--- config.mk ---
export PLATFORM = sky130hd
export DESIGN_NAME = deir_device_flat
export DESIGN_NICKNAME = d
export VERILOG_FILES = /design/src/deir_pkg.sv /design/src/deir_if.sv /design/src/deir_device.sv /design/src/flat_wrapper.sv
export SDC_FILE = /design/constraint.sdc
export NUM_CORES = 1
export LEC_CHECK = 0
export BUFFER_PORTS_ARGS = -buffer_cell sky130_fd_sc_hd__buf_2
export CAP_MARGIN = 20
export CORE_MARGIN = 5
export CORE_UTILIZATION = 45
export CTS_CLUSTER_DIAMETER = 200
export DETAILED_ROUTE_END_ITERATION = 7
export PLACE_DENSITY = 0.73
export SLEW_MARGIN = 20
export SYNTH_ARGS = -nofsm -noshare
export SYNTH_HDL_FRONTEND = slang
export SYNTH_SLANG_ARGS = --single-unit
--- constraint.sdc ---
create_clock -name ref_clk -period 4.9 [get_ports ref_clk]
set_input_delay 0.49 -clock ref_clk [delete_from_list [all_inputs] [get_ports ref_clk]]
set_output_delay 0.49 -clock ref_clk [all_outputs]
set_load 0.1 [all_outputs]
--- src/deir_pkg.sv ---
// Shared constants for the event-input routing block of the data-movement controller.
`default_nettype none
package deir_pkg;
  // ---------------------------------------------------------------------------
  // Register byte addresses.
  // ---------------------------------------------------------------------------
  localparam logic [31:0] ADDR_EDGE_POL = 32'h6000_0008;
  localparam logic [31:0] ADDR_EN_SET = 32'h6000_000C;
  localparam logic [31:0] ADDR_EN_CLR = 32'h6000_0010;
  localparam logic [31:0] ADDR_HP_SEL = 32'h6000_0014;
  localparam logic [31:0] ADDR_LP_SEL = 32'h6000_0018;
  localparam logic [31:0] ADDR_FLAGS = 32'h6000_001C;
  localparam logic [31:0] ADDR_LINE0 = 32'h6000_0034;
  localparam logic [31:0] ADDR_CBUF0 = 32'h6000_0040;
  localparam logic [31:0] ADDR_LINE1 = 32'h6000_0054;
  localparam logic [31:0] ADDR_CBUF1 = 32'h6000_0060;
  localparam logic [31:0] ADDR_LINE2 = 32'h6000_0074;
  localparam logic [31:0] ADDR_DONE0 = 32'h6000_0080;
  localparam logic [31:0] ADDR_LINE3 = 32'h6000_0094;
  localparam logic [31:0] ADDR_DONE1 = 32'h6000_00A0;
  localparam logic [31:0] ADDR_MUTE_SEL0 = 32'h6000_00C0;
  localparam logic [31:0] ADDR_MUTE_SEL1 = 32'h6000_00C4;
  localparam logic [31:0] ADDR_MUTE_SEL2 = 32'h6000_00C8;
  localparam logic [31:0] ADDR_WAIT_CTRL = 32'h6000_00CC;
  localparam logic [31:0] ADDR_IRQ_SEL = 32'h6000_00D0;

  // ---------------------------------------------------------------------------
  // Field positions and reset values.
  // ---------------------------------------------------------------------------
  localparam int WAIT_EN_BIT = 0;
  localparam int WAIT_POL_BIT = 1;
  localparam logic [2:0] MUTE_SEL_NONE = 3'h7;
  localparam logic [31:0] RST_WORD = 32'h0000_0000;
  localparam int NUM_AUDIO = 3;
  localparam int NUM_PINS = 7;
  localparam int NUM_EVENTS = 32;

  // ---------------------------------------------------------------------------
  // Event numbers of each source.
  // ---------------------------------------------------------------------------
  localparam int EV_SW_LOW [4] = '{0, 10, 17, 23};
  localparam int EV_SW_HIGH [4] = '{1, 11, 18, 24};
  localparam int SW_HIGH_BASE = 16;
  localparam int EV_SW_EXTRA [2] = '{30, 31};
  localparam int SW_EXTRA_BASE = 20;
  localparam int EV_TIMER [4] = '{2, 3, 15, 16};
  localparam int EV_AUDIO_REQ_BASE = 4;
  localparam int EV_HOST = 12;
  localparam int EV_SPI_BASE = 13;
  localparam int EV_I2C_BASE = 19;
  localparam int EV_RESERVED = 25;
  localparam int EV_AUDIO_ERR_BASE = 26;
  localparam int EV_TIMER_OVF = 29;
endpackage
`default_nettype wire

--- src/deir_if.sv ---
// Pin-level connection between the routing block and the sources that feed it.
`default_nettype none
interface deir_if;
  logic [3:0] timerRequest;      // Timer requests 0..3.
  logic [5:0] audioRequest;      // Audio tx0, rx0, tx1, rx1, tx2, rx2 requests.
  logic hostPortCpuEvent;        // Host-port CPU interrupt.
  logic [1:0] spiReceiveRequest; // SPI 0 and 1 receive requests.
  logic [3:0] i2cEvent;          // I2C 0 tx, 0 rx, 1 tx, 1 rx.
  logic [2:0] audioTxInt;        // Audio transmit interrupts per port.
  logic [2:0] audioRxInt;        // Audio receive interrupts per port.
  logic timerOverflowError;      // Timer overflow error.
  logic [6:0] ioPin;             // Asynchronous I/O pins usable as mute sources.
  logic memoryWaitInput;         // Asynchronous memory wait pin.
  logic nonmaskableInterruptLine; // Interrupt pulse towards the CPU.

  modport device (
    input timerRequest, audioRequest, hostPortCpuEvent, spiReceiveRequest, i2cEvent,
    input audioTxInt, audioRxInt, timerOverflowError, ioPin, memoryWaitInput,
    output nonmaskableInterruptLine
  );
  modport source (
    output timerRequest, audioRequest, hostPortCpuEvent, spiReceiveRequest, i2cEvent,
    output audioTxInt, audioRxInt, timerOverflowError, ioPin, memoryWaitInput,
    input nonmaskableInterruptLine
  );
endinterface
`default_nettype wire

--- src/deir_device.sv ---
// Event-input routing, configuration registers and external interrupt paths.
//
// The Wishbone register port is this design's own decision.
`default_nettype none
module deir_device (
  input wire logic ref_clk,
  input wire logic rst_n,
  deir_if.device link,
  input wire logic [31:0] wb_adr_i,
  input wire logic [31:0] wb_dat_i,
  output logic [31:0] wb_dat_o,
  input wire logic wb_we_i,
  input wire logic [3:0] wb_sel_i,
  input wire logic wb_cyc_i,
  input wire logic wb_stb_i,
  output logic wb_ack_o,
  input wire logic swTriggerWrite,
  input wire logic [31:0] swTriggerData,
  output logic [31:0] swTriggerValue,
  output logic [31:0] swEventStatus,
  output logic [31:0] highGroupPending,
  output logic [31:0] lowGroupPending,
  output logic cpuEventInterrupt,
  output logic waitPolarity
);
  // ---------------------------------------------------------------------------
  // Register state.
  // ---------------------------------------------------------------------------
  logic [31:0] edgePol_reg;      // 1 captures rising, 0 captures falling.
  logic [31:0] enable_reg;       // Per-event enable.
  logic [31:0] hpSel_reg;        // High-priority group membership.
  logic [31:0] lpSel_reg;        // Low-priority group membership.
  logic [31:0] flags_reg;        // Captured event flags.
  logic [31:0] irqSel_reg;       // Events whose entry issues a CPU interrupt.
  logic [31:0] swTrig_reg;       // Software trigger register.
  logic [2:0] muteSel_reg [deir_pkg::NUM_AUDIO]; // Mute pin choice per port.
  logic waitEn_reg;              // Wait interrupt enable.
  logic waitPol_reg;             // Wait-state polarity, for the memory controller only.
  logic [31:0] line_reg;         // Registered event lines, read back as line state.
  logic [31:0] eventLine;        // Combined event lines this cycle.
  logic [31:0] flags_next;       // Next flag value.
  logic [31:0] rdData;           // Read mux output.
  logic [6:0] pinMeta_reg;       // First synchroniser stage of the I/O pins.
  logic [6:0] pinSync_reg;       // Second synchroniser stage of the I/O pins.
  logic waitMeta_reg;            // First synchroniser stage of the wait pin.
  logic waitSync_reg;            // Second synchroniser stage of the wait pin.
  logic waitPrev_reg;            // Previous synchronised wait level.
  logic nmi_reg;                 // Interrupt pulse register.
  logic [2:0] mutePin;           // Selected mute request input per port.
  logic wbReq;                   // A new bus access this cycle.
  logic wbWrite;                 // A new bus write this cycle.

  // ---------------------------------------------------------------------------
  // Pin synchronisers.
  // ---------------------------------------------------------------------------
  // Two stages on every asynchronous pin; only the second stage is read.
  always_ff @(posedge ref_clk)
  begin
    if (!rst_n)
    begin
      pinMeta_reg <= 7'h00;
      pinSync_reg <= 7'h00;
      waitMeta_reg <= 1'b0;
      waitSync_reg <= 1'b0;
    end
    else
    begin
      pinMeta_reg <= link.ioPin;
      pinSync_reg <= pinMeta_reg;
      waitMeta_reg <= link.memoryWaitInput;
      waitSync_reg <= waitMeta_reg;
    end
  end

  // ---------------------------------------------------------------------------
  // Mute source multiplexers and event line map.
  // ---------------------------------------------------------------------------
  // A code of seven or above selects no pin, so an unused port stays quiet.
  always_comb
  begin
    for (int p = 0; p < deir_pkg::NUM_AUDIO; p++)
    begin
      if (muteSel_reg[p] < 3'(deir_pkg::NUM_PINS))
        mutePin[p] = pinSync_reg[muteSel_reg[p]];
      else
        mutePin[p] = 1'b0;
    end
  end

  // The only way an outside pin becomes an event or interrupt is through this
  // map or the wait detector; there is no general interrupt pin.
  always_comb
  begin
    eventLine = deir_pkg::RST_WORD;
    for (int i = 0; i < 4; i++)
    begin
      eventLine[deir_pkg::EV_SW_LOW[i]] = swTrig_reg[i];
      eventLine[deir_pkg::EV_SW_HIGH[i]] = swTrig_reg[deir_pkg::SW_HIGH_BASE + i];
      eventLine[deir_pkg::EV_TIMER[i]] = link.timerRequest[i];
      eventLine[deir_pkg::EV_I2C_BASE + i] = link.i2cEvent[i];
    end
    for (int i = 0; i < 2; i++)
    begin
      eventLine[deir_pkg::EV_SW_EXTRA[i]] = swTrig_reg[deir_pkg::SW_EXTRA_BASE + i];
      eventLine[deir_pkg::EV_SPI_BASE + i] = link.spiReceiveRequest[i];
    end
    for (int i = 0; i < 6; i++)
      eventLine[deir_pkg::EV_AUDIO_REQ_BASE + i] = link.audioRequest[i];
    eventLine[deir_pkg::EV_HOST] = link.hostPortCpuEvent;
    eventLine[deir_pkg::EV_TIMER_OVF] = link.timerOverflowError;
    // Merged sources: software must sort out which one fired.
    for (int p = 0; p < deir_pkg::NUM_AUDIO; p++)
      eventLine[deir_pkg::EV_AUDIO_ERR_BASE + p] = mutePin[p] | link.audioTxInt[p] | link.audioRxInt[p];
    eventLine[deir_pkg::EV_RESERVED] = 1'b0;
  end

  // Line state register, the reference for edge detection.
  always_ff @(posedge ref_clk)
  begin
    if (!rst_n)
      line_reg <= deir_pkg::RST_WORD;
    else
      line_reg <= eventLine;
  end

  // ---------------------------------------------------------------------------
  // Event flags.
  // ---------------------------------------------------------------------------
  // A flag sets on the chosen edge of an enabled line; a set in the same cycle
  // as a write-one-to-clear wins, so no event is lost.
  always_comb
  begin
    flags_next = flags_reg;
    if (wbWrite && wb_adr_i == deir_pkg::ADDR_FLAGS)
      flags_next = flags_next & ~wb_dat_i;
    flags_next = flags_next | (enable_reg &
      ((edgePol_reg & eventLine & ~line_reg) | (~edgePol_reg & ~eventLine & line_reg)));
  end

  always_ff @(posedge ref_clk)
  begin
    if (!rst_n)
      flags_reg <= deir_pkg::RST_WORD;
    else
      flags_reg <= flags_next;
  end

  // ---------------------------------------------------------------------------
  // Wishbone slave.
  // ---------------------------------------------------------------------------
  // Ack comes one cycle after the strobe and drops the next cycle.
  assign wbReq = wb_cyc_i & wb_stb_i & ~wb_ack_o;
  assign wbWrite = wbReq & wb_we_i;

  always_ff @(posedge ref_clk)
  begin
    if (!rst_n)
      wb_ack_o <= 1'b0;
    else
      wb_ack_o <= wbReq;
  end

  // Configuration writes; byte lanes are ignored, so wb_sel_i never masks a write.
  always_ff @(posedge ref_clk)
  begin
    if (!rst_n)
    begin
      edgePol_reg <= deir_pkg::RST_WORD;
      enable_reg <= deir_pkg::RST_WORD;
      hpSel_reg <= deir_pkg::RST_WORD;
      lpSel_reg <= deir_pkg::RST_WORD;
      irqSel_reg <= deir_pkg::RST_WORD;
      for (int p = 0; p < deir_pkg::NUM_AUDIO; p++)
        muteSel_reg[p] <= deir_pkg::MUTE_SEL_NONE;
      waitEn_reg <= 1'b0;
      waitPol_reg <= 1'b0;
    end
    else if (wbWrite)
    begin
      unique case (wb_adr_i)
        deir_pkg::ADDR_EDGE_POL: edgePol_reg <= wb_dat_i;
        deir_pkg::ADDR_EN_SET: enable_reg <= enable_reg | wb_dat_i;
        deir_pkg::ADDR_EN_CLR: enable_reg <= enable_reg & ~wb_dat_i;
        deir_pkg::ADDR_HP_SEL: hpSel_reg <= wb_dat_i;
        deir_pkg::ADDR_LP_SEL: lpSel_reg <= wb_dat_i;
        deir_pkg::ADDR_IRQ_SEL: irqSel_reg <= wb_dat_i;
        deir_pkg::ADDR_MUTE_SEL0: muteSel_reg[0] <= wb_dat_i[2:0];
        deir_pkg::ADDR_MUTE_SEL1: muteSel_reg[1] <= wb_dat_i[2:0];
        deir_pkg::ADDR_MUTE_SEL2: muteSel_reg[2] <= wb_dat_i[2:0];
        deir_pkg::ADDR_WAIT_CTRL:
        begin
          waitEn_reg <= wb_dat_i[deir_pkg::WAIT_EN_BIT];
          waitPol_reg <= wb_dat_i[deir_pkg::WAIT_POL_BIT];
        end
        default: ; // Read-only and unmapped words ignore writes.
      endcase
    end
  end

  // Read mux; transfer engines are absent, so their status words read zero.
  always_comb
  begin
    unique case (wb_adr_i)
      deir_pkg::ADDR_EDGE_POL: rdData = edgePol_reg;
      deir_pkg::ADDR_EN_SET: rdData = enable_reg;
      deir_pkg::ADDR_HP_SEL: rdData = hpSel_reg;
      deir_pkg::ADDR_LP_SEL: rdData = lpSel_reg;
      deir_pkg::ADDR_FLAGS: rdData = flags_reg;
      deir_pkg::ADDR_LINE0, deir_pkg::ADDR_LINE1,
      deir_pkg::ADDR_LINE2, deir_pkg::ADDR_LINE3: rdData = line_reg;
      deir_pkg::ADDR_IRQ_SEL: rdData = irqSel_reg;
      deir_pkg::ADDR_MUTE_SEL0: rdData = {29'h0000_0000, muteSel_reg[0]};
      deir_pkg::ADDR_MUTE_SEL1: rdData = {29'h0000_0000, muteSel_reg[1]};
      deir_pkg::ADDR_MUTE_SEL2: rdData = {29'h0000_0000, muteSel_reg[2]};
      deir_pkg::ADDR_WAIT_CTRL: rdData = {30'h0000_0000, waitPol_reg, waitEn_reg};
      default: rdData = deir_pkg::RST_WORD;
    endcase
  end

  always_ff @(posedge ref_clk)
  begin
    if (!rst_n)
      wb_dat_o <= deir_pkg::RST_WORD;
    else if (wbReq && !wb_we_i)
      wb_dat_o <= rdData;
  end

  // ---------------------------------------------------------------------------
  // CPU-side trigger port.
  // ---------------------------------------------------------------------------
  // This register sits on the processor's own port, not on the bus map.
  always_ff @(posedge ref_clk)
  begin
    if (!rst_n)
      swTrig_reg <= deir_pkg::RST_WORD;
    else if (swTriggerWrite)
      swTrig_reg <= swTriggerData;
  end

  assign swTriggerValue = swTrig_reg;
  assign swEventStatus = flags_reg;

  // Group outputs towards the two transfer engines and the interrupt entry.
  always_ff @(posedge ref_clk)
  begin
    if (!rst_n)
    begin
      highGroupPending <= deir_pkg::RST_WORD;
      lowGroupPending <= deir_pkg::RST_WORD;
      cpuEventInterrupt <= 1'b0;
    end
    else
    begin
      highGroupPending <= flags_reg & hpSel_reg;
      lowGroupPending <= flags_reg & lpSel_reg;
      cpuEventInterrupt <= |(flags_reg & irqSel_reg);
    end
  end

  // ---------------------------------------------------------------------------
  // Wait-pin interrupt.
  // ---------------------------------------------------------------------------
  // Always a rising edge; the polarity bit only leaves the block.
  always_ff @(posedge ref_clk)
  begin
    if (!rst_n)
    begin
      waitPrev_reg <= 1'b0;
      nmi_reg <= 1'b0;
    end
    else
    begin
      waitPrev_reg <= waitSync_reg;
      nmi_reg <= waitEn_reg & waitSync_reg & ~waitPrev_reg;
    end
  end

  assign link.nonmaskableInterruptLine = nmi_reg;
  assign waitPolarity = waitPol_reg;
endmodule // deir_device
`default_nettype wire

--- src/flat_wrapper.sv ---
// flat-port wrapper written by rule: the top's interface ports become plain ports
module deir_device_flat 
  (ref_clk, rst_n, wb_adr_i, wb_dat_i, wb_dat_o, wb_we_i, wb_sel_i, wb_cyc_i, wb_stb_i, wb_ack_o, swTriggerWrite, swTriggerData, swTriggerValue, swEventStatus, highGroupPending, lowGroupPending, cpuEventInterrupt, waitPolarity, link_timerRequest, link_audioRequest, link_hostPortCpuEvent, link_spiReceiveRequest, link_i2cEvent, link_audioTxInt, link_audioRxInt, link_timerOverflowError, link_ioPin, link_memoryWaitInput, link_nonmaskableInterruptLine);
  deir_if link_i ();
  input wire logic ref_clk;
  input wire logic rst_n;
  input wire logic [31:0] wb_adr_i;
  input wire logic [31:0] wb_dat_i;
  output logic [31:0] wb_dat_o;
  input wire logic wb_we_i;
  input wire logic [3:0] wb_sel_i;
  input wire logic wb_cyc_i;
  input wire logic wb_stb_i;
  output logic wb_ack_o;
  input wire logic swTriggerWrite;
  input wire logic [31:0] swTriggerData;
  output logic [31:0] swTriggerValue;
  output logic [31:0] swEventStatus;
  output logic [31:0] highGroupPending;
  output logic [31:0] lowGroupPending;
  output logic cpuEventInterrupt;
  output logic waitPolarity;
  input wire logic [$bits(link_i.timerRequest)-1:0] link_timerRequest;
  input wire logic [$bits(link_i.audioRequest)-1:0] link_audioRequest;
  input wire logic [$bits(link_i.hostPortCpuEvent)-1:0] link_hostPortCpuEvent;
  input wire logic [$bits(link_i.spiReceiveRequest)-1:0] link_spiReceiveRequest;
  input wire logic [$bits(link_i.i2cEvent)-1:0] link_i2cEvent;
  input wire logic [$bits(link_i.audioTxInt)-1:0] link_audioTxInt;
  input wire logic [$bits(link_i.audioRxInt)-1:0] link_audioRxInt;
  input wire logic [$bits(link_i.timerOverflowError)-1:0] link_timerOverflowError;
  input wire logic [$bits(link_i.ioPin)-1:0] link_ioPin;
  input wire logic [$bits(link_i.memoryWaitInput)-1:0] link_memoryWaitInput;
  output wire logic [$bits(link_i.nonmaskableInterruptLine)-1:0] link_nonmaskableInterruptLine;
  assign link_i.timerRequest = link_timerRequest;
  assign link_i.audioRequest = link_audioRequest;
  assign link_i.hostPortCpuEvent = link_hostPortCpuEvent;
  assign link_i.spiReceiveRequest = link_spiReceiveRequest;
  assign link_i.i2cEvent = link_i2cEvent;
  assign link_i.audioTxInt = link_audioTxInt;
  assign link_i.audioRxInt = link_audioRxInt;
  assign link_i.timerOverflowError = link_timerOverflowError;
  assign link_i.ioPin = link_ioPin;
  assign link_i.memoryWaitInput = link_memoryWaitInput;
  assign link_nonmaskableInterruptLine = link_i.nonmaskableInterruptLine;
  deir_device u_core (.ref_clk(ref_clk), .rst_n(rst_n), .link(link_i), .wb_adr_i(wb_adr_i), .wb_dat_i(wb_dat_i), .wb_dat_o(wb_dat_o), .wb_we_i(wb_we_i), .wb_sel_i(wb_sel_i), .wb_cyc_i(wb_cyc_i), .wb_stb_i(wb_stb_i), .wb_ack_o(wb_ack_o), .swTriggerWrite(swTriggerWrite), .swTriggerData(swTriggerData), .swTriggerValue(swTriggerValue), .swEventStatus(swEventStatus), .highGroupPending(highGroupPending), .lowGroupPending(lowGroupPending), .cpuEventInterrupt(cpuEventInterrupt), .waitPolarity(waitPolarity));
endmodule
==> results of run 1 <==
-- power groups by stage --
stage / registers, uW / logic (uW) / clock network [uW]
final: 3180 / 408 / 3440
after global routing: 3190 / 435 / 3620
after CTS: 3180 / 406 / 3480
after detailed placement: 3250 / 405 / 0
after global placement: 3250 / 396 / 0
after floorplan: 3320 / 183 / 0
-- path summary, 6_finish.rpt --
kind | endpoint | from | slack (ns) | depth (start not counted)
worst max-delay path | u_core.wb_dat_o[26]$_SDFFE_PN0P_ | wb_adr_i[27] | 1.94 | 7
worst min-delay path | u_core.waitMeta_reg$_SDFF_PN0_ | link_memoryWaitInput | 0.18 | 2
worst max register to register | u_core.wb_dat_o[26]$_SDFFE_PN0P_ | u_core.wb_ack_o$_SDFF_PN0_ | 2.22 | 6
worst min register to register | u_core.pinSync_reg[5]$_SDFF_PN0_ | u_core.pinMeta_reg[5]$_SDFF_PN0_ | 0.43 | 1
-- worst register-to-register path: stages (launching register included) --
cell and delay (ns):
dfxtp_1 0.31, and3b_1 0.28, nand2b_1 0.20, nor3_1 0.24, nand4_1 0.83, buf_4 0.55
o21ai_0 0.19
-- logic make-up (layout without fill, tap and decap cells) --
logic type             count (synthesis)  count (layout)  share of synthesized area
buffers and inverters                163             434                     0.0485
AND/OR/NAND/NOR                      644             644                      0.197
AO/OA/AOI/OAI                        376             376                      0.181
flip-flops                           382             382                      0.496
multiplexers                         114             114                     0.0774
other                                  0               3                          0
-- routing by layer --
layer  track usage  wire length (microns)  up-vias
met3        0.0548                   4530      140
li1              -                      -     6479
met4         0.110                   2270        2
met2         0.414                  23600      730
met5             0                     11        -
met1         0.342                  21600     6722
-- cell usage after synthesis, types with 29 or more instances --
library cell and n:
a22oi_1 40, and3_1 90, dfxtp_1 373, a21oi_1 95, buf_2 30, nor2_1 139, clkbuf_1 65, a221oi_2 30
and2_1 54, mux2i_1 107, a22o_1 33, nand2_1 290, o21ai_0 55, o2bb2ai_1 29, inv_1 36
-- per-stage QoR --
stage | setup WS (ns) | instances | cell area, sq um | util | power [uW]
3_5_place_dp | 1.46 | 2334 | 17300 | 0.505 | 3650
4_1_cts | 2.00 | 2405 | 18900 | 0.549 | 7070
5_1_grt | 1.65 | 2407 | 18900 | 0.549 | 7240
3_3_place_gp | 1.49 | 2334 | 17300 | 0.504 | 3640
6_report | 1.94 | 2408 | 18900 | 0.549 | 7030
2_1_floorplan | 2.60 | 1679 | 15600 | - | 3500
-- area by class of cell --
type                            count  area (sq um)
Fill cell                        3117         15500
Sequential cell                   382          7740
Multi-Input combinational cell   1134          7190
Timing Repair Buffer              326          1710
Clock buffer                       59          1260
Tap cell                          455           569
Clock inverter                     12           263
Inverter                           37           144
Antenna cell                        3          7.51
==> flow_summary.yaml, run 1 <==
status:
  status: "finished, final reports clean"
sta:
  hold_viol_final: 0
  rsz0062_at_grt: "false"
  tns_ns: 0
  tightestPinTransition_ns: 1.02
  holdWs_ns: 0.176
  slew_violations: 0
  fmax_mhz: 337
  fin_crit_sh: 0.605
  finalCriticalPeriod_ns: 2.96
  final-setup-viol-count: 0
  max_slew_margin: 0.317
  skew_ns: 0.00975
worst_setup_path:
  end_kind: "flop"
  crit_top_cell: "nand4_1"
  crit_type: "in -> reg"
  critPathLaunchType: "primary input"
  arrival_ns: 3.41
  cp_data_required_time_ns: 5.34
  cp_num_buf_inv: 2
  cp_max_fo: 16
  cpLargestDelayFamily: "simple AND/OR/NAND/NOR gates"
  crit_chain: "buf_2 -> nor4bb_1 -> nand4_1 -> nor2_1 -> nand4_1 -> buf_4 -> o21ai_0"
  critical-path-slowest-cell: "nand4_1"
  max_stage_delay_ns: 0.84
detailed_routing:
  drt_pre_antenna_iters: 6
  drt-total-wl_microns: 52000
  drt_iter0_markers: 1409
  via_per_inst: 5.84
  vias: 14100
  wl_per_cell_microns: 21.6
  ant_nets: 0
  drc: 0
clocking:
  cts_repair_resize_count: 0
  clock_sinks: 382
  post-cts-setup-buffer-count: 0
  holdBufCountCts: 0
  clk_pin_slew_ns: 0.06
  clockBufferDepth: 3
  cts_tree: "built"
  cts_root_buf: "clkbuf_16"
  clock_latency_ns: 0.52
  cts_inserted_buffers: 40
  cts-htree-levels: 2
synth:
  ys_top_cells_by_area: "dfxtp_1 48%, nand2_1 7.0%, mux2i_1 6.9%, and3_1 3.6%, nor2_1 3.3%"
  synth.top_cell.area_share: 0.479
  netlist_area_sq_mm: 0.0156
  synthCells: 1679
  ys_warn_count: 0
  ys_types: 56
  synth_edf_count: 9
  syn_area_per_cell_sq_um: 9.29
  async_flop_share: 0
  synth_nets: 1817
  ys_seq_elements: 382
  seq_area_frac_synth: 0.496
  synth_top_flop_cell: "dfxtp_1"
  yosys.area.top_type: "dfxtp_1"
placement:
  dp_hpwl_microns: 34700
  place.gp.congestion: 0.884
  port_buffers: 297
floorplan:
  coreArea_sq_mm: 0.0344
  rows: 68
  ioPinCount: 302
  start_util: 0.454
  fp.dieH_microns: 196
  die-area_sq_mm: 0.0385
  die_x_microns: 196
global_route:
  grt_antenna_before_repair: 3
  grt_pass1_wl_microns: 79300
  grt_usage: 0.259
  grt_pass1_vias: 13600
  grt_remaining_overflow: 0
  grt_max_degree: 101
pwr:
  power_density_mw_per_mm2: 372
  power.internal_uw: 5450
  combPwrFrac: 0.058
  ir_worst_vdd_mv: 0.298
  seq_power_share: 0.453
  p_leak_uw: 0.00779
  p_switching_uw: 1580
  swShare: 0.225
  clockPowerShare: 0.489
job:
  drv_cap: 0
cells_and_area:
  syn_to_final_growth_pct: 21.1
  drive_gt1_frac: 0.230
  mostFrequentLayoutCells: "373 x dfxtp_1, 296 x buf_2, 290 x nand2_1"
  layout_commonest_cell: "dfxtp_1"
  nNetsFinal: 2059
min_path:
  hp-class: "in -> reg"
Power figures use the tool's default switching activity.
==> run 2: changes to the inputs <==
--- a/config.mk
+++ b/config.mk
@@ -11,7 +11,7 @@
 export CORE_UTILIZATION = 45
 export CTS_CLUSTER_DIAMETER = 200
 export DETAILED_ROUTE_END_ITERATION = 7
-export PLACE_DENSITY = 0.73
+export PLACE_DENSITY = 0.76
 export SLEW_MARGIN = 20
 export SYNTH_ARGS = -nofsm -noshare
 export SYNTH_HDL_FRONTEND = slang
==> constraint.sdc (replaced) <==
create_clock -name ref_clk -period 2.6 [get_ports ref_clk]
set_input_delay 0.26 -clock ref_clk [delete_from_list [all_inputs] [get_ports ref_clk]]
set_output_delay 0.26 -clock ref_clk [all_outputs]
set_load 0.1 [all_outputs]
==> flow_summary.yaml, run 2 (synthesis results as in run 1) <==
worst_setup_path:
  crit_top_cell: "nand2_1"
  end_kind: "flop"
  crit_chain: "and3b_1 -> nand2_1 -> nor3_1 -> nand2_1 -> o21ai_0"
  cpLargestDelayFamily: "simple AND/OR/NAND/NOR gates"
  max_stage_delay_ns: 0.42
  reg2regPathDepth: 5
  cp_data_required_time_ns: 2.77
  critPathLaunchType: "flop"
  rr_endpoint: "u_core.muteSel_reg[0][4]$_DFFE_PP_"
  cp_max_fo: 5
  crit_type: "reg -> reg"
  arrival_ns: 2.24
  reg2reg_from: "u_core.wb_ack_o$_SDFF_PN0_"
  critical-path-slowest-cell: "o21ai_0"
  r2r_slack_ns: 0.52
  cp_num_buf_inv: 0
clocking:
  cts_root_buf: "clkbuf_16"
  post-cts-setup-buffer-count: 0
  cts_inserted_buffers: 41
  cts-htree-levels: 2
  clock_sinks: 382
  clock_latency_ns: 0.53
  clk_pin_slew_ns: 0.06
  cts_tree: "built"
  clockBufferDepth: 3
placement:
  place.gp.congestion: 0.902
  port_buffers: 297
  dp_hpwl_microns: 35500
  post-place-cells: 2360
min_path:
  hp-class: "in -> reg"
  whs_path_depth: 2
  worstHoldStart: "wb_dat_i[3]"
sta:
  slew_violations: 0
  rsz0062_at_grt: "false"
  tightestPinTransition_ns: 0.914
  tns_ns: 0
  fin_crit_sh: 0.798
  fmax_mhz: 482
  hold_viol_final: 0
  finalCriticalPeriod_ns: 2.08
  skew_ns: 0.0148
  final-setup-viol-count: 0
  max_slew_margin: 0.390
cells_and_area:
  drive_gt1_frac: 0.235
  syn_to_final_growth_pct: 26.3
  fillerInstances: 2998
  final_util: 0.573
  nNetsFinal: 2144
  layout_commonest_cell: "dfxtp_1"
  layout.cells.non_filler: 2496
  mostFrequentLayoutCells: "373 x dfxtp_1, 296 x buf_2, 290 x nand2_1"
global_route:
  grt_pass1_wl_microns: 81300
  grt_usage: 0.263
  grt_remaining_overflow: 0
  grt_pass1_vias: 14300
  grt_max_degree: 73
  grt_antenna_before_repair: 3
pwr:
  power_density_mw_per_mm2: 658
  p_leak_uw: 0.00815
  ir_worst_vdd_mv: 0.443
  finalPower_uw: 13000
detailed_routing:
  met1_length_microns: 21300
  met3_length_microns: 4690
  drt_iter0_markers: 1170
  via_per_inst: 5.78
  top_layer_used: "met5"
  wl_met2_microns: 24200
  wl_per_cell_microns: 21.1
  drt_pre_antenna_iters: 5
  drt-total-wl_microns: 52600
  vias: 14400
  drc: 0
  ant_nets: 0
floorplan:
  ioPinCount: 302
  start_util: 0.454
  rows: 68
  fp.dieH_microns: 196
  die-area_sq_mm: 0.0385
  die_x_microns: 196
  coreArea_sq_mm: 0.0344
status:
  status: "finished, final reports clean"
job:
  drv_cap: 0
==> run 2: cell count changes in the layout (fill, tap and decap cells not counted), moves of 5 or more <==
cell | previous run | this run
clkinv_2 | 3 | 9
dlygate4sd3_1 | 0 | 58
bufinv_16 | 8 | 3
buf_12 | 0 | 10
buf_4 | 30 | 46
==> run 2: report_power, final <==
group | internal, uW | switching (uW) | total [uW]
clock network | 3720 | 2370 | 6090
registers | 5940 | 57.7 | 6000
logic | 271 | 592 | 863
total | 9930 | 3020 | 13000
==> run 2: what timing repair did <==
item	in CTS	in global routing
resized for setup	0	0
endpoints found under the hold margin	58	0
hold buffers	58	0
endpoints found under the setup margin	0	0
==> run 2: area by class of cell <==
type	count	area, sq um	area share
tap	455	569	0.0289
clock buffer	59	1280	0.0649
inverter	37	144	0.00731
sequential	382	7740	0.393
multi-input combinational	1134	7180	0.365
clock inverter	16	168	0.00851
antenna	3	7.51	0.000381
timing repair buffer	410	2610	0.132
==> run 2: routing by layer <==
metal,global-route usage,vias up
li1,-,6647
met1,0.338,6927
met2,0.432,718
met3,0.0565,140
met4,0.109,2
met5,0,-
==> run 2: metrics by stage <==
stage	worst slack [ns]	hold slack (ns)	cell area, sq um
CTS	0.541	0.00164	19700
floorplan	0.299	0.348	15600
global placement	0.287	0.417	17700
detailed placement	0.265	0.420	17700
global route	0.390	0.0132	19700
finish	0.525	0.0151	19700
==> run 2: worst max-delay path by stage <==
stage                                     from                                   to  depth (start not counted)
finish              u_core.wb_ack_o$_SDFF_PN0_   u_core.muteSel_reg[0][4]$_DFFE_PP_                          5
global route        u_core.wb_ack_o$_SDFF_PN0_   u_core.muteSel_reg[0][5]$_DFFE_PP_                          5
CTS                 u_core.wb_ack_o$_SDFF_PN0_   u_core.muteSel_reg[0][4]$_DFFE_PP_                          5
detailed placement                wb_adr_i[20]  u_core.swEventStatus[28]$_SDFF_PN0_                          8
global placement                  wb_adr_i[12]   u_core.muteSel_reg[0][3]$_DFFE_PP_                          6
floorplan           u_core.wb_ack_o$_SDFF_PN0_     u_core.wb_dat_o[24]$_SDFFE_PN0P_                          7
==> run 3: changes to the inputs <==
--- a/config.mk
+++ b/config.mk
@@ -5,13 +5,14 @@
 export SDC_FILE = /design/constraint.sdc
 export NUM_CORES = 1
 export LEC_CHECK = 0
+export ABC_AREA = 1
 export BUFFER_PORTS_ARGS = -buffer_cell sky130_fd_sc_hd__buf_2
 export CAP_MARGIN = 20
 export CORE_MARGIN = 5
 export CORE_UTILIZATION = 45
 export CTS_CLUSTER_DIAMETER = 200
 export DETAILED_ROUTE_END_ITERATION = 7
-export PLACE_DENSITY = 0.76
+export PLACE_DENSITY = 0.73
 export SLEW_MARGIN = 20
 export SYNTH_ARGS = -nofsm -noshare
 export SYNTH_HDL_FRONTEND = slang
==> constraint.sdc (replaced) <==
create_clock -name ref_clk -period 2.1 [get_ports ref_clk]
set_input_delay 0.21 -clock ref_clk [delete_from_list [all_inputs] [get_ports ref_clk]]
set_output_delay 0.21 -clock ref_clk [all_outputs]
set_load 0.1 [all_outputs]
==> flow_summary.yaml, run 3 <==
status:
  status: "finished, final reports clean"
clocking:
  clock_sinks: 382
  cts-htree-levels: 2
  cts_inserted_buffers: 41
  clockBufferDepth: 3
  post-cts-setup-buffer-count: 0
  cts_tree: "built"
  cts_root_buf: "clkbuf_16"
  clk_pin_slew_ns: 0.06
  clock_latency_ns: 0.56
sta:
  fmax_mhz: 541
  tightestPinTransition_ns: 0.694
  fin_crit_sh: 0.880
  final-setup-viol-count: 0
  setup_ws_ns: 0.252
  skew_ns: 0.0213
  finalCriticalPeriod_ns: 1.85
  hold_viol_final: 0
  rsz0062_at_grt: "false"
  slew_violations: 0
  max_slew_margin: 0.537
  tns_ns: 0
synth:
  seq_area_frac_synth: 0.482
  synth.top_cell.area_share: 0.465
  ys_warn_count: 0
  synthCells: 2210
  synth_common_cells: "382 x nand2_1, 373 x dfxtp_1, 337 x nor2_1"
  synth_nets: 2348
  ys_seq_elements: 382
  synthSimpleGateAreaFrac: 0.243
  yosys.area.top_type: "dfxtp_1"
  ys_top_cells_by_area: "dfxtp_1 46%, nand2_1 8.9%, nor2_1 7.9%, o21ai_0 6.7%, inv_1 6.4%"
  synth_fa_ha_area_frac: 0
  yosysMostFrequentCell: "nand2_1"
  netlist_area_sq_mm: 0.0161
  synth_compound_area_frac: 0.174
  synth_top_family_by_area: "simple AND/OR/NAND/NOR gates"
  synth_top_flop_cell: "dfxtp_1"
  ys_types: 37
  async_flop_share: 0
  syn_area_per_cell_sq_um: 7.27
  synth_edf_count: 9
  synthXorXnorAreaFrac: 0
  yosys-mux-area-fraction: 0
detailed_routing:
  drc: 0
  drt-total-wl_microns: 57900
  drt_pre_antenna_iters: 6
  ant_nets: 0
  wl_per_cell_microns: 18.6
  vias: 16900
  drt_iter0_markers: 1644
  via_per_inst: 5.44
cells_and_area:
  nNetsFinal: 2749
  syn_to_final_growth_pct: 29.6
  layout_commonest_cell: "nand2_1"
  mostFrequentLayoutCells: "382 x nand2_1, 372 x dfxtp_1, 335 x nor2_1"
  drive_gt1_frac: 0.193
  fillerInstances: 3157
  fin_area_sq_mm: 0.0208
min_path:
  hp-class: "in -> reg"
pwr:
  p_leak_uw: 0.00968
  ir_worst_vdd_mv: 0.586
  power.internal_uw: 12300
  p_switching_uw: 3900
  combPwrFrac: 0.069
  clockPowerShare: 0.473
  power_density_mw_per_mm2: 778
  swShare: 0.241
  seq_power_share: 0.459
placement:
  place_area_sq_mm: 0.0186
  dp_hpwl_microns: 39500
  place.gp.congestion: 0.946
  dp_slack_ns: -0.0503
  port_buffers: 297
global_route:
  grt_pass1_vias: 16100
  grt_usage: 0.283
  grt_pass1_wl_microns: 88200
  grt_antenna_before_repair: 5
  grt_remaining_overflow: 0
  grt_max_degree: 123
worst_setup_path:
  critical-path-slowest-cell: "buf_4"
  crit_chain: "nor2_1 -> inv_2 -> nor2_2 -> inv_2 -> nor4_4 -> buf_4 -> a22oi_1"
  crit_type: "reg -> reg"
  critPathLaunchType: "flop"
  arrival_ns: 2.25
  max_stage_delay_ns: 0.39
  crit_top_cell: "inv_2"
  cp_data_required_time_ns: 2.50
  end_kind: "flop"
  cp_max_fo: 18
floorplan:
  die_x_microns: 199
  fp.dieH_microns: 199
  rows: 69
  ioPinCount: 302
  coreArea_sq_mm: 0.0354
  die-area_sq_mm: 0.0396
  start_util: 0.454
job:
  drv_cap: 0
run 3: changes by cell type after synthesis, sizes merged, moves of 90 or more:
cell | before | now
nor2 | 140 | 348
and3 | 90 | 0
inv | 37 | 287
nand2 | 290 | 391
nand3 | 2 | 142
o21ai | 67 | 218
mux2i | 107 | 0
run 3: repair_timing:
action | in CTS | in global routing
resized for setup | 0 | 0
hold endpoints to repair | 94 | 0
hold buffers | 80 | 0
run 3: area by class of cell:
cell class / instances / area (sq um) / share of cell area
timing repair buffer: 476 / 3250 / 0.156
tap: 461 / 577 / 0.0277
antenna: 5 / 12.5 / 0.000601
clock buffer: 50 / 1130 / 0.0543
sequential: 382 / 7740 / 0.372
clock inverter: 23 / 307 / 0.0147
multi-input combinational: 1421 / 6720 / 0.323
inverter: 289 / 1080 / 0.0521
run 3: routing by layer:
| metal | vias up | track usage | routed length, microns |
|---|---|---|---|
| li1 | 7981 | - | - |
| met1 | 7737 | 0.364 | 22700 |
| met2 | 965 | 0.453 | 26200 |
| met3 | 220 | 0.0581 | 5770 |
| met4 | 0 | 0.142 | 3230 |
| met5 | - | 0 | 0 |
run 3: cell families (layout without fill, tap and decap cells):
kind of cell / Yosys count / count (layout)
buf+inv: 407 / 838
other cells: 0 / 5
flops: 382 / 382
compound gates: 488 / 488
simple gates: 933 / 933
run 3: metrics by stage:
step,hold slack [ns],total power [uW],util,cells
5_1_grt,0.0220,16700,0.588,3107
6_report,0.0218,16200,0.588,3107
3_5_place_dp,0.388,8570,0.525,2949
2_1_floorplan,0.308,8220,-,2210
3_3_place_gp,0.375,8540,0.525,2949
4_1_cts,0.00206,16300,0.588,3102
run 3: path summary, 6_finish.rpt:
check / from / to / slack [ns] / depth (start not counted)
worst max-delay path: u_core.wb_ack_o$_SDFF_PN0_ / u_core.hpSel_reg[22]$_SDFFE_PN0P_ / 0.25 / 7
worst min-delay path: rst_n / u_core.wb_ack_o$_SDFF_PN0_ / 0.02 / 3
worst max register to register: u_core.wb_ack_o$_SDFF_PN0_ / u_core.hpSel_reg[22]$_SDFFE_PN0P_ / 0.25 / 7
worst min register to register: u_core.waitPrev_reg$_SDFF_PN0_ / u_core.link.nonmaskableInterruptLine$_SDFF_PN0_ / 0.39 / 1
run 3: critical path: cells and delay by family (launching register included):
family                 cells  cell delay, ns
AOI/OAI and AO/OA          1            0.15
buffers and inverters      3            0.63
and+or+nand+nor            3            0.60
DFF                        1            0.32
run 3: power groups by stage:
stage	registers (uW)	clock network, uW	logic (uW)
2_1_floorplan	7780	0	435
3_3_place_gp	7580	0	959
3_5_place_dp	7590	0	978
4_1_cts	7430	7750	1100
5_1_grt	7430	8030	1190
6_report	7430	7660	1120
